===== config.mk =====
export PLATFORM = sky130hd
export DESIGN_NAME = ubrg_top
export DESIGN_NICKNAME = d
export VERILOG_FILES = /design/src/logic/ubrg_pkg.sv /design/src/logic/ubrg_top.sv /design/src/logic/ubrg_rate_cnt.sv
export SDC_FILE = /design/constraint.sdc
export NUM_CORES = 1
export LEC_CHECK = 0
export ABC_CLOCK_PERIOD_IN_PS = 5100
export BUFFER_PORTS_ARGS = -buffer_cell sky130_fd_sc_hd__buf_2
export CORE_MARGIN = 3
export CORE_UTILIZATION = 25
export CTS_CLUSTER_SIZE = 12
export DETAILED_ROUTE_END_ITERATION = 12
export PLACE_DENSITY = 0.47
export SKIP_LAST_GASP = 1
export SLEW_MARGIN = 20
export SYNTH_ARGS = -nofsm -noshare
export SYNTH_HDL_FRONTEND = slang
export SYNTH_SLANG_ARGS = --single-unit

===== constraint.sdc =====
create_clock -name mclk_i -period 5.1 [get_ports mclk_i]
set_clock_uncertainty 0.05 [all_clocks]
set_input_delay 0.765 -clock mclk_i [delete_from_list [all_inputs] [get_ports mclk_i]]
set_output_delay 0.765 -clock mclk_i [all_outputs]
set_load 0.01 [all_outputs]

===== src/logic/ubrg_pkg.sv =====
// Purpose: shared constants, types and helpers of the bit rate generator block
// Assumes: 8-bit register port, 25 MHz mclk_i
// Notes:   offsets are word indices on the plain register port

package ubrg_pkg;

  // ****************************************
  // clock and register map
  // ****************************************
  localparam int unsigned CLK_HZ        = 25_000_000;
  localparam int unsigned ADDR_W        = 3;
  localparam int unsigned DATA_W        = 8;
  localparam logic [2:0]  ADR_DIV_LOW   = 3'h0;  // rate_divisor_low
  localparam logic [2:0]  ADR_DIV_HIGH  = 3'h1;  // rate_divisor_high
  localparam logic [2:0]  ADR_CTRL      = 3'h2;  // rate_control_register
  localparam logic [2:0]  ADR_STATUS    = 3'h3;  // read only
  localparam logic [2:0]  ADR_RX_DATA   = 3'h4;  // receive_data_register, read pops
  localparam logic [2:0]  ADR_IRQ_STAT  = 3'h5;  // read only, sticky
  localparam logic [2:0]  ADR_IRQ_CLR   = 3'h6;  // write only, one clears
  localparam logic [2:0]  ADR_IRQ_EN    = 3'h7;  // read/write

  // ****************************************
  // field positions and reset values
  // ****************************************
  localparam int unsigned CTRL_WIDE_BIT = 0;  // wide_counter_select
  localparam int unsigned CTRL_HS_BIT   = 1;  // high_speed_select
  localparam int unsigned CTRL_SYNC_BIT = 2;  // synchronous select
  localparam int unsigned CTRL_RXEN_BIT = 3;  // receive enable
  localparam int unsigned ST_OVR_BIT    = 0;  // receive_overrun_flag
  localparam int unsigned ST_IDLE_BIT   = 1;  // receive_idle_flag
  localparam int unsigned ST_AVAIL_BIT  = 2;  // at least one char held
  localparam int unsigned ST_FULL_BIT   = 3;  // both places held
  localparam int unsigned IRQ_RX_BIT    = 0;  // char stored
  localparam int unsigned IRQ_OVR_BIT   = 1;  // overrun raised
  localparam logic [7:0]  CTRL_RST      = 8'h00;
  localparam logic [7:0]  DIV_RST       = 8'h00;
  localparam logic [1:0]  IRQ_RST       = 2'h0;
  localparam logic [1:0]  RX_DEPTH      = 2'h2;

  // ****************************************
  // prescale terminal counts (factor - 1)
  // ****************************************
  localparam logic [5:0]  PRE_TERM_64   = 6'h3f;
  localparam logic [5:0]  PRE_TERM_16   = 6'h0f;
  localparam logic [5:0]  PRE_TERM_4    = 6'h03;

  // ****************************************
  // types
  // ****************************************
  typedef struct packed {
    logic sync_sel;
    logic high_speed_select;
    logic wide_counter_select;
  } ubrg_rate_cfg_t;

  typedef struct packed {
    logic       valid;
    logic [7:0] data;
  } ubrg_rx_char_t;

  // prescale terminal from mode bits
  function automatic logic [5:0] ubrg_pre_term(input ubrg_rate_cfg_t c);
    if (c.sync_sel) begin
      return PRE_TERM_4;
    end else if (c.wide_counter_select && c.high_speed_select) begin
      return PRE_TERM_4;
    end else if (c.wide_counter_select || c.high_speed_select) begin
      return PRE_TERM_16;
    end else begin
      return PRE_TERM_64;
    end
  endfunction

  // divisor seen by the counter
  function automatic logic [15:0] ubrg_divisor(input logic wide, input logic [7:0] hi,
                                               input logic [7:0] lo);
    return wide ? {hi, lo} : {8'h00, lo};
  endfunction

endpackage


===== src/logic/ubrg_top.sv =====
// Purpose: bit rate generator with two-place receive buffer and overrun flag
// Assumes: register port strobes one cycle long, never both at once
// Notes:   read data valid only in the cycle after the read strobe
//
// Design decisions made here: the plain strobed port and the register addresses.

`timescale 1ns/10ps

module ubrg_top (
  // clock, reset, enable
  input  wire logic                  mclk_i,
  input  wire logic                  sys_rst_i,
  input  wire logic                  ce_i,
  // register port
  input  wire logic [ubrg_pkg::ADDR_W-1:0] reg_addr_i,
  input  wire logic [ubrg_pkg::DATA_W-1:0] reg_wdata_i,
  input  wire logic                  reg_wr_i,
  input  wire logic                  reg_rd_i,
  output logic [ubrg_pkg::DATA_W-1:0] reg_rdata_o,
  // receiver side
  input  wire ubrg_pkg::ubrg_rx_char_t rx_char_i,
  input  wire logic                  rx_idle_i,
  // outputs
  output logic                       rate_tick_o,
  output logic                       irq_o
);
  import ubrg_pkg::*;

  // ****************************************
  // registers
  // ****************************************
  logic [7:0]     div_low_q;
  logic [7:0]     div_high_q;
  logic [7:0]     ctrl_q;
  logic           ovr_q;
  logic [1:0]     rx_cnt_q;
  logic [7:0]     slot0_q;
  logic [7:0]     slot1_q;
  logic [1:0]     irq_stat_q;
  logic [1:0]     irq_stat_d;
  logic [1:0]     irq_en_q;
  logic [1:0]     irq_en_d;
  logic           irq_q;
  logic [7:0]     rdata_q;
  logic           restart;
  logic           pop;
  logic           rx_try;
  logic           accept;
  logic           ovr_set;
  logic           rx_en;
  ubrg_rate_cfg_t cfg;
  logic [5:0]     pre_term;
  logic [15:0]    divisor;
  logic [15:0]    rate_count;
  logic           tick_w;

  assign reg_rdata_o = rdata_q;
  assign irq_o       = irq_q;
  assign rate_tick_o = tick_w;

  // ****************************************
  // decode
  // ****************************************
  // divisor write restarts the counter
  assign restart = reg_wr_i && (reg_addr_i == ADR_DIV_LOW || reg_addr_i == ADR_DIV_HIGH);
  assign pop     = reg_rd_i && reg_addr_i == ADR_RX_DATA && rx_cnt_q != 2'h0;
  assign rx_en   = ctrl_q[CTRL_RXEN_BIT];

  // mode bits and derived counter setup
  assign cfg.wide_counter_select = ctrl_q[CTRL_WIDE_BIT];
  assign cfg.high_speed_select   = ctrl_q[CTRL_HS_BIT];
  assign cfg.sync_sel            = ctrl_q[CTRL_SYNC_BIT];
  assign pre_term = ubrg_pre_term(cfg);
  assign divisor  = ubrg_divisor(cfg.wide_counter_select, div_high_q, div_low_q);

  // ****************************************
  // bit rate counter
  // ****************************************
  ubrg_rate_cnt u_rate_cnt (
    .mclk_i    (mclk_i),
    .sys_rst_i (sys_rst_i),
    .ce_i      (ce_i),
    .term_i    (pre_term),
    .div_i     (divisor),
    .restart_i (restart),
    .tick_o    (tick_w),
    .count_o   (rate_count)
  );

  // ****************************************
  // software registers
  // ****************************************
  // divisor pair
  always_ff @(posedge mclk_i) begin
    if (sys_rst_i) begin
      div_low_q  <= DIV_RST;
      div_high_q <= DIV_RST;
    end else if (ce_i && reg_wr_i) begin
      if (reg_addr_i == ADR_DIV_LOW) begin
        div_low_q <= reg_wdata_i;
      end else if (reg_addr_i == ADR_DIV_HIGH) begin
        div_high_q <= reg_wdata_i;
      end
    end
  end

  // control, 8-bit async after reset
  always_ff @(posedge mclk_i) begin
    if (sys_rst_i) begin
      ctrl_q <= CTRL_RST;
    end else if (ce_i && reg_wr_i && reg_addr_i == ADR_CTRL) begin
      ctrl_q <= {4'h0, reg_wdata_i[3:0]};
    end
  end

  // ****************************************
  // receive buffer and overrun
  // ****************************************
  assign rx_try  = rx_char_i.valid && rx_en && !ovr_q;
  assign accept  = rx_try && (rx_cnt_q != RX_DEPTH || pop);
  assign ovr_set = rx_try && rx_cnt_q == RX_DEPTH && !pop;

  // overrun flag, cleared only by dropping receive enable
  always_ff @(posedge mclk_i) begin
    if (sys_rst_i) begin
      ovr_q <= 1'b0;
    end else if (ce_i) begin
      if (!rx_en) begin
        ovr_q <= 1'b0;
      end else if (ovr_set) begin
        ovr_q <= 1'b1;
      end
    end
  end

  // two places, head in slot0
  always_ff @(posedge mclk_i) begin
    if (sys_rst_i) begin
      rx_cnt_q <= 2'h0;
      slot0_q  <= 8'h00;
      slot1_q  <= 8'h00;
    end else if (ce_i) begin
      if (accept && pop) begin
        if (rx_cnt_q == 2'h1) begin
          slot0_q <= rx_char_i.data;
        end else begin
          slot0_q <= slot1_q;
          slot1_q <= rx_char_i.data;
        end
      end else if (accept) begin
        rx_cnt_q <= rx_cnt_q + 2'h1;
        if (rx_cnt_q == 2'h0) begin
          slot0_q <= rx_char_i.data;
        end else begin
          slot1_q <= rx_char_i.data;
        end
      end else if (pop) begin
        rx_cnt_q <= rx_cnt_q - 2'h1;
        slot0_q  <= slot1_q;
      end
    end
  end

  // ****************************************
  // interrupts
  // ****************************************
  // sticky status, set wins over clear
  always_comb begin
    irq_stat_d = irq_stat_q;
    irq_en_d   = irq_en_q;
    if (reg_wr_i && reg_addr_i == ADR_IRQ_CLR) begin
      irq_stat_d = irq_stat_d & ~reg_wdata_i[1:0];
    end
    if (reg_wr_i && reg_addr_i == ADR_IRQ_EN) begin
      irq_en_d = reg_wdata_i[1:0];
    end
    if (accept) begin
      irq_stat_d[IRQ_RX_BIT] = 1'b1;
    end
    if (ovr_set) begin
      irq_stat_d[IRQ_OVR_BIT] = 1'b1;
    end
  end

  always_ff @(posedge mclk_i) begin
    if (sys_rst_i) begin
      irq_stat_q <= IRQ_RST;
      irq_en_q   <= IRQ_RST;
      irq_q      <= 1'b0;
    end else if (ce_i) begin
      irq_stat_q <= irq_stat_d;
      irq_en_q   <= irq_en_d;
      irq_q      <= |(irq_stat_d & irq_en_d);
    end
  end

  // ****************************************
  // read port
  // ****************************************
  // data stand only in the cycle after the strobe
  always_ff @(posedge mclk_i) begin
    if (sys_rst_i) begin
      rdata_q <= 8'h00;
    end else if (ce_i) begin
      if (!reg_rd_i) begin
        rdata_q <= 8'h00;
      end else if (reg_addr_i == ADR_DIV_LOW) begin
        rdata_q <= div_low_q;
      end else if (reg_addr_i == ADR_DIV_HIGH) begin
        rdata_q <= div_high_q;
      end else if (reg_addr_i == ADR_CTRL) begin
        rdata_q <= ctrl_q;
      end else if (reg_addr_i == ADR_STATUS) begin
        rdata_q <= {4'h0, rx_cnt_q == RX_DEPTH, rx_cnt_q != 2'h0, rx_idle_i, ovr_q};  // idle
      end else if (reg_addr_i == ADR_RX_DATA) begin
        rdata_q <= slot0_q;
      end else if (reg_addr_i == ADR_IRQ_STAT) begin
        rdata_q <= {6'h00, irq_stat_q};
      end else if (reg_addr_i == ADR_IRQ_EN) begin
        rdata_q <= {6'h00, irq_en_q};
      end else begin
        rdata_q <= 8'h00;  // write-only clear reads zero
      end
    end
  end

  // ****************************************
  // assertions
  // ****************************************
  AST_NARROW_AFTER_RESET: assert property (@(posedge mclk_i)
    sys_rst_i |=> (!cfg.wide_counter_select && divisor[15:8] == 8'h00))
    else $error("counter not 8-bit after reset");

  AST_HIGH_IGNORED: assert property (@(posedge mclk_i) disable iff (sys_rst_i)
    !cfg.wide_counter_select |-> (divisor == {8'h00, div_low_q}))
    else $error("high divisor used in 8-bit mode");

  AST_WIDE_USES_PAIR: assert property (@(posedge mclk_i) disable iff (sys_rst_i)
    cfg.wide_counter_select |-> (divisor == {div_high_q, div_low_q}))
    else $error("16-bit mode does not use divisor pair");

  AST_SYNC_FACTOR: assert property (@(posedge mclk_i) disable iff (sys_rst_i)
    cfg.sync_sel |-> pre_term == PRE_TERM_4)
    else $error("synchronous factor is not 4");

  AST_ASYNC_FACTOR: assert property (@(posedge mclk_i) disable iff (sys_rst_i)
    !cfg.sync_sel |-> pre_term == (cfg.wide_counter_select
      ? (cfg.high_speed_select ? PRE_TERM_4 : PRE_TERM_16)
      : (cfg.high_speed_select ? PRE_TERM_16 : PRE_TERM_64)))
    else $error("asynchronous factor wrong for mode bits");

  AST_OVERRUN_SET: assert property (@(posedge mclk_i) disable iff (sys_rst_i)
    (ce_i && rx_char_i.valid && rx_en && rx_cnt_q == RX_DEPTH && !pop)
      |=> (ovr_q && rx_cnt_q == RX_DEPTH && $stable(slot1_q)))
    else $error("third char did not raise overrun");

  AST_NO_EARLY_OVERRUN: assert property (@(posedge mclk_i) disable iff (sys_rst_i)
    (ce_i && !ovr_q && rx_cnt_q != RX_DEPTH) |=> (!ovr_q && rx_cnt_q <= RX_DEPTH))
    else $error("overrun raised with a free place");

  AST_DIV_WRITE_TICK: assert property (@(posedge mclk_i) disable iff (sys_rst_i)
    (ce_i && restart) |=> (rate_count == 16'h0000 && !tick_w))
    else $error("divisor write did not restart counter");

  COV_FULL: cover property (@(posedge mclk_i) disable iff (sys_rst_i) rx_cnt_q == RX_DEPTH);
  COV_OVR: cover property (@(posedge mclk_i) disable iff (sys_rst_i) $rose(ovr_q));
  COV_WIDE_TICK: cover property (@(posedge mclk_i) disable iff (sys_rst_i)
    cfg.wide_counter_select && tick_w);

endmodule


===== src/logic/ubrg_rate_cnt.sv =====
// Purpose: free running bit rate counter with mode prescaler
// Assumes: term and divisor come from registers in the parent
// Notes:   one tick every (term+1)*(n+1) enabled cycles

`timescale 1ns/10ps

module ubrg_rate_cnt (
  // clock and reset
  input  wire logic        mclk_i,
  input  wire logic        sys_rst_i,
  input  wire logic        ce_i,
  // setup
  input  wire logic [5:0]  term_i,
  input  wire logic [15:0] div_i,
  input  wire logic        restart_i,
  // outputs
  output logic             tick_o,
  output logic [15:0]      count_o
);
  import ubrg_pkg::*;

  logic [5:0]  pre_q;
  logic [15:0] cnt_q;
  logic        tick_q;
  logic        pre_wrap;
  logic        cnt_wrap;

  assign pre_wrap = (pre_q >= term_i);
  assign cnt_wrap = (cnt_q >= div_i);
  assign tick_o   = tick_q;
  assign count_o  = cnt_q;

  // prescaler, cleared by a divisor write
  always_ff @(posedge mclk_i) begin
    if (sys_rst_i) begin
      pre_q <= 6'h00;
    end else if (ce_i) begin
      if (restart_i) begin
        pre_q <= 6'h00;
      end else if (pre_wrap) begin
        pre_q <= 6'h00;
      end else begin
        pre_q <= pre_q + 6'h01;
      end
    end
  end

  // divisor counter, runs without stop
  always_ff @(posedge mclk_i) begin
    if (sys_rst_i) begin
      cnt_q <= 16'h0000;
    end else if (ce_i) begin
      if (restart_i) begin
        cnt_q <= 16'h0000;
      end else if (pre_wrap) begin
        cnt_q <= cnt_wrap ? 16'h0000 : cnt_q + 16'h0001;
      end
    end
  end

  // tick pulse on full period
  always_ff @(posedge mclk_i) begin
    if (sys_rst_i) begin
      tick_q <= 1'b0;
    end else if (ce_i) begin
      tick_q <= !restart_i && pre_wrap && cnt_wrap;
    end
  end

  // ****************************************
  // assertions
  // ****************************************
  logic [21:0] gap_q;
  logic        seg_ok_q;
  logic [21:0] expect_w;
  logic [5:0]  term_prev_q;
  logic [15:0] div_prev_q;

  assign expect_w = 22'(({16'h0000, term_i} + 22'h1) * ({6'h00, div_i} + 22'h1));

  // period measure between ticks
  always_ff @(posedge mclk_i) begin
    if (sys_rst_i) begin
      gap_q       <= 22'h0;
      seg_ok_q    <= 1'b0;
      term_prev_q <= 6'h00;
      div_prev_q  <= 16'h0000;
    end else if (ce_i) begin
      term_prev_q <= term_i;
      div_prev_q  <= div_i;
      gap_q       <= tick_q ? 22'h1 : gap_q + 22'h1;
      if (restart_i || term_i != term_prev_q || div_i != div_prev_q) begin
        seg_ok_q <= 1'b0;
      end else if (tick_q) begin
        seg_ok_q <= 1'b1;
      end
    end
  end

  AST_RATE_PERIOD: assert property (@(posedge mclk_i) disable iff (sys_rst_i)
    (ce_i && tick_q && seg_ok_q && term_i == term_prev_q && div_i == div_prev_q) |-> gap_q == expect_w)
    else $error("tick period differs from factor times divisor plus one");

  AST_RESTART_CLEARS: assert property (@(posedge mclk_i) disable iff (sys_rst_i)
    (ce_i && restart_i) |=> (pre_q == 6'h00 && cnt_q == 16'h0000 && !tick_q))
    else $error("divisor write did not clear the counter");

  AST_FREE_RUN: assert property (@(posedge mclk_i) disable iff (sys_rst_i)
    (ce_i && !restart_i && pre_wrap && !cnt_wrap) |=> (cnt_q == $past(cnt_q) + 16'h0001))
    else $error("counter failed to advance");

  COV_TICK: cover property (@(posedge mclk_i) disable iff (sys_rst_i) tick_q && seg_ok_q);

endmodule


==> flow_summary.rst <==
.. list-table::
   :header-rows: 1

   * - Metric
     - Value
   * - Setup slack of the most critical reg-to-reg path
     - 2.30 ns
   * - Setup repair after global routing missed its margin
     - no
   * - Source of the worst register-to-register timing path
     - rx_cnt_q[0]$_SDFFE_PP0P_
   * - Average instance area after synthesis
     - 8.52 um^2
   * - Placement-stage cell area
     - 4460 um^2
   * - HPWL after detailed placement
     - 7.65 mm
   * - R2R depth
     - 9
   * - Post-synthesis cell area
     - 4090 um^2
   * - Gate count of the mapped netlist
     - 480
   * - Finished layout cell area
     - 4780 um^2
   * - Core footprint
     - 15900 um^2
   * - Transition at the pin with the smallest max-transition slack
     - 0.733 ns
   * - Clock tree from TritonCTS
     - built
   * - Startpoint class of the critical path
     - input pin
   * - Worst hold path type
     - reg -> reg
   * - Final critical path time including I/O delays and setup
     - 2.85 ns
   * - Remaining Overflow, GRT
     - 0
   * - Largest net degree at the start of global routing
     - 57
   * - Sequential share of the synthesized area
     - 0.367
   * - Max Clock Freq
     - 351 MHz
   * - Arrival time of the worst setup path
     - 3.01 ns
   * - Highest fanout seen on the critical path
     - 18
   * - Floorplan die area
     - 17900 um^2
   * - DRC violations left
     - 0
   * - Starting Density
     - 0.257
   * - Max VDD drop
     - 147 uV
   * - Main synth FF type
     - sky130_fd_sc_hd__dfxtp_1
   * - Number of global-route vias before repair
     - 3481
   * - # Post-CTS Setup Buffers
     - 0
   * - Antenna fix cells
     - 0
   * - Vias after detailed routing
     - 3423
   * - Number of antenna violations at the first check in global routing
     - 0
   * - Clock transition at the register clock pins on the worst setup and hold paths after CTS
     - 0.06 ns
   * - Length of the first detailed-routing pass in iterations
     - 4
   * - Crit path capture
     - slot1_q[5]$_SDFFE_PP0P_
   * - Share of async-settable or async-resettable flops after synthesis
     - 0
   * - Floorplan die width
     - 134 um
   * - Reg-to-reg endpoint
     - slot1_q[5]$_SDFFE_PP0P_
   * - Number of synthesized flops with an enable pin
     - 0
   * - Status
     - finished, final reports clean
   * - GRT Util Overall
     - 0.123
   * - Category of the worst setup path capture point
     - flip-flop
   * - Residual antenna-violating net count after detailed routing
     - 0
   * - Relative area change from synthesis to final layout
     - 16.8%
   * - Areal power density over the cells
     - 280 nW/um^2
   * - First element of the critical path
     - reg_addr_i[2]
   * - Deepest clock path buffer count
     - 2
   * - Post-layout worst setup margin
     - 2.25 ns
   * - Register bit count reported by yosys
     - 75
   * - Share of the clock period used by the worst path
     - 0.559
   * - Number of levels in the clock H-tree
     - 3
   * - Max-Slew Margin vs Limit
     - 0.508
   * - Die Ht
     - 134 um
   * - Via density
     - 4.70
   * - Final GP Congestion
     - 0.816
   * - Quantity of gates resized following cts
     - 0
   * - Max-slew violation total from the final report
     - 0
   * - Warning count from the yosys run
     - 0
   * - Share of layout cells above drive strength 1
     - 0.139
   * - Class of the most critical setup path
     - in -> reg
   * - Final total power
     - 1.34 mW
   * - Clock latency on the worst-skew pair
     - 0.35 ns
   * - Final Routed Wirelength
     - 10.4 mm
   * - Count of input and output buffers
     - 35
   * - Sinks on Clock Net
     - 75
   * - Number of violations of the max-capacitance limit
     - 0
   * - Iteration-0 DRC count of the detailed router
     - 271
   * - DP Worst Slack
     - 1.90 ns
   * - I/O pin count
     - 36
   * - Hold_buf cts
     - 0
   * - Root buffer cell
     - sky130_fd_sc_hd__clkbuf_16
   * - Count of different cell masters after synthesis
     - 51
   * - Wire length of the first global-routing pass
     - 17.7 mm
   * - Number of nets at the end of the flow
     - 559
   * - # rows
     - 46
   * - Standby leakage power
     - 1.84 nW
   * - Total nets after synthesis
     - 532
   * - Final setup vio count
     - 0
   * - Core utilization of the finished layout
     - 0.300
   * - Fin Setup TNS
     - 0 ns
   * - Post-detailed-route wirelength per cell
     - 14.2 um
   * - Required time of the worst setup path
     - 5.26 ns
   * - Final hold violations
     - 0
   * - Clock buffers created by TritonCTS
     - 9
cell usage after synthesis (2+ instances only):
cell / n / share of area
sky130_fd_sc_hd__o221ai_1: 4 / 0.0086
sky130_fd_sc_hd__nand4_1: 10 / 0.015
sky130_fd_sc_hd__nand2b_1: 2 / 0.0031
sky130_fd_sc_hd__nand2_1: 50 / 0.046
sky130_fd_sc_hd__dfxtp_1: 75 / 0.37
sky130_fd_sc_hd__buf_2: 5 / 0.0061
sky130_fd_sc_hd__clkbuf_1: 14 / 0.013
sky130_fd_sc_hd__nand3b_1: 2 / 0.0037
sky130_fd_sc_hd__a211o_1: 2 / 0.0043
sky130_fd_sc_hd__a211oi_2: 8 / 0.024
sky130_fd_sc_hd__o22ai_1: 5 / 0.0076
sky130_fd_sc_hd__a211oi_1: 2 / 0.0037
sky130_fd_sc_hd__nor4_1: 2 / 0.0031
sky130_fd_sc_hd__or4_1: 2 / 0.0037
sky130_fd_sc_hd__a2bb2oi_1: 2 / 0.0043
sky130_fd_sc_hd__a21oi_1: 28 / 0.034
sky130_fd_sc_hd__nand3_1: 12 / 0.015
sky130_fd_sc_hd__nor2_1: 67 / 0.061
sky130_fd_sc_hd__inv_1: 28 / 0.026
sky130_fd_sc_hd__or2_2: 2 / 0.0031
sky130_fd_sc_hd__a21o_1: 3 / 0.0055
sky130_fd_sc_hd__a31oi_1: 7 / 0.011
sky130_fd_sc_hd__o2111ai_1: 3 / 0.0064
sky130_fd_sc_hd__buf_1: 2 / 0.0018
sky130_fd_sc_hd__or3_1: 3 / 0.0046
sky130_fd_sc_hd__xor2_1: 4 / 0.0086
sky130_fd_sc_hd__xnor2_1: 9 / 0.019
sky130_fd_sc_hd__o21ai_0: 15 / 0.018
sky130_fd_sc_hd__and3_1: 5 / 0.0076
sky130_fd_sc_hd__nand4b_1: 3 / 0.0064
sky130_fd_sc_hd__o211ai_1: 5 / 0.0092
sky130_fd_sc_hd__a22oi_1: 3 / 0.0055
sky130_fd_sc_hd__o31a_1: 2 / 0.0043
sky130_fd_sc_hd__mux2i_1: 44 / 0.11
sky130_fd_sc_hd__nor2b_1: 5 / 0.0076
sky130_fd_sc_hd__nor3_1: 4 / 0.0049
sky130_fd_sc_hd__ha_1: 26 / 0.080
sky130_fd_sc_hd__mux2_2: 2 / 0.0055
cell usage in the layout, fill, tap and decap left out, types with 9 or more instances in the layout:
master and instances:
sky130_fd_sc_hd__a21oi_1 27, sky130_fd_sc_hd__buf_2 35, sky130_fd_sc_hd__clkbuf_16 9, sky130_fd_sc_hd__dfxtp_1 75, sky130_fd_sc_hd__ha_1 26, sky130_fd_sc_hd__inv_1 28, sky130_fd_sc_hd__mux2i_1 44, sky130_fd_sc_hd__nand2_1 50
sky130_fd_sc_hd__nand3_1 12, sky130_fd_sc_hd__nand4_1 10, sky130_fd_sc_hd__nor2_1 67, sky130_fd_sc_hd__o21ai_0 15, sky130_fd_sc_hd__xnor2_1 9
cell type report:
type	count	area, um^2
fillers	1736	11200
flip-flops and latches	75	1500
clock buffers	10	239
well taps	216	270
clock inverters	6	71.3
inverters	28	105
multi-input cells	355	2390
repair buffers	38	198
cells by family (layout without fill, tap and decap cells):
group           Yosys count  after routing  share of synthesized area
compound gates           99             99                      0.175
xor+xnor                 13             13                     0.0278
fa+ha+maj                26             26                     0.0795
buf+inv                  50             82                     0.0492
flops                    75             75                      0.367
mux                      46             46                      0.113
simple gates            171            171                      0.189
worst min-delay path by stage:
stage                                startpoint                          end  slack [ns]  depth (start not counted)
finish              reg_rdata_o[6]$_SDFFE_PP0P_  reg_rdata_o[6]$_SDFFE_PP0P_        0.42                          2
global route        reg_rdata_o[3]$_SDFFE_PP0P_  reg_rdata_o[3]$_SDFFE_PP0P_        0.45                          2
CTS                 reg_rdata_o[6]$_SDFFE_PP0P_  reg_rdata_o[6]$_SDFFE_PP0P_        0.43                          2
detailed placement  reg_rdata_o[3]$_SDFFE_PP0P_  reg_rdata_o[3]$_SDFFE_PP0P_        0.41                          2
global placement    reg_rdata_o[7]$_SDFFE_PP0P_  reg_rdata_o[7]$_SDFFE_PP0P_        0.41                          2
floorplan              rx_cnt_q[1]$_SDFFE_PP0P_     rx_cnt_q[1]$_SDFFE_PP0P_        0.40                          2
registers in the layout (all words and copies together), names as in the netlist:
name	flops
slot1_q	8
ovr_q	1
irq_stat_q	2
irq_en_q	2
slot0_q	8
u_rate_cnt.tick_o	1
div_high_q	8
u_rate_cnt.pre_q	6
irq_o	1
div_low_q	8
ctrl_q	4
reg_rdata_o	8
u_rate_cnt.count_o	16
rx_cnt_q	2
layer usage:
metal / global-route usage / vias up / share of wire
li1: - / 1755 / -
met1: 0.159 / 1595 / 0.48
met2: 0.193 / 57 / 0.46
met3: 0.0398 / 16 / 0.037
met4: 0.0417 / 0 / 0.018
met5: 0 / - / 0
power by group:
part	internal (mW)	switching (mW)	total (mW)
sequential	0.592	0.00509	0.597
combinational	0.0277	0.0535	0.0812
clock	0.396	0.265	0.661
total	1.02	0.323	1.34
worst max-delay path, stage by stage:
cell and delay, ns:
sky130_fd_sc_hd__buf_2 0.27, sky130_fd_sc_hd__nand2_1 0.13, sky130_fd_sc_hd__o41a_4 0.42, sky130_fd_sc_hd__nor2_1 0.23, sky130_fd_sc_hd__ha_1 0.31, sky130_fd_sc_hd__nor4_1 0.11
sky130_fd_sc_hd__o21ai_2 0.45, sky130_fd_sc_hd__mux2i_1 0.26, sky130_fd_sc_hd__nor2_1 0.06
metrics by stage:
stage	instances	hold WS [ns]
2_1_floorplan	480	0.399
3_3_place_gp	712	0.411
3_5_place_dp	712	0.412
4_1_cts	728	0.427
5_1_grt	728	0.450
6_report	728	0.423
Power figures use the tool's default switching activity.
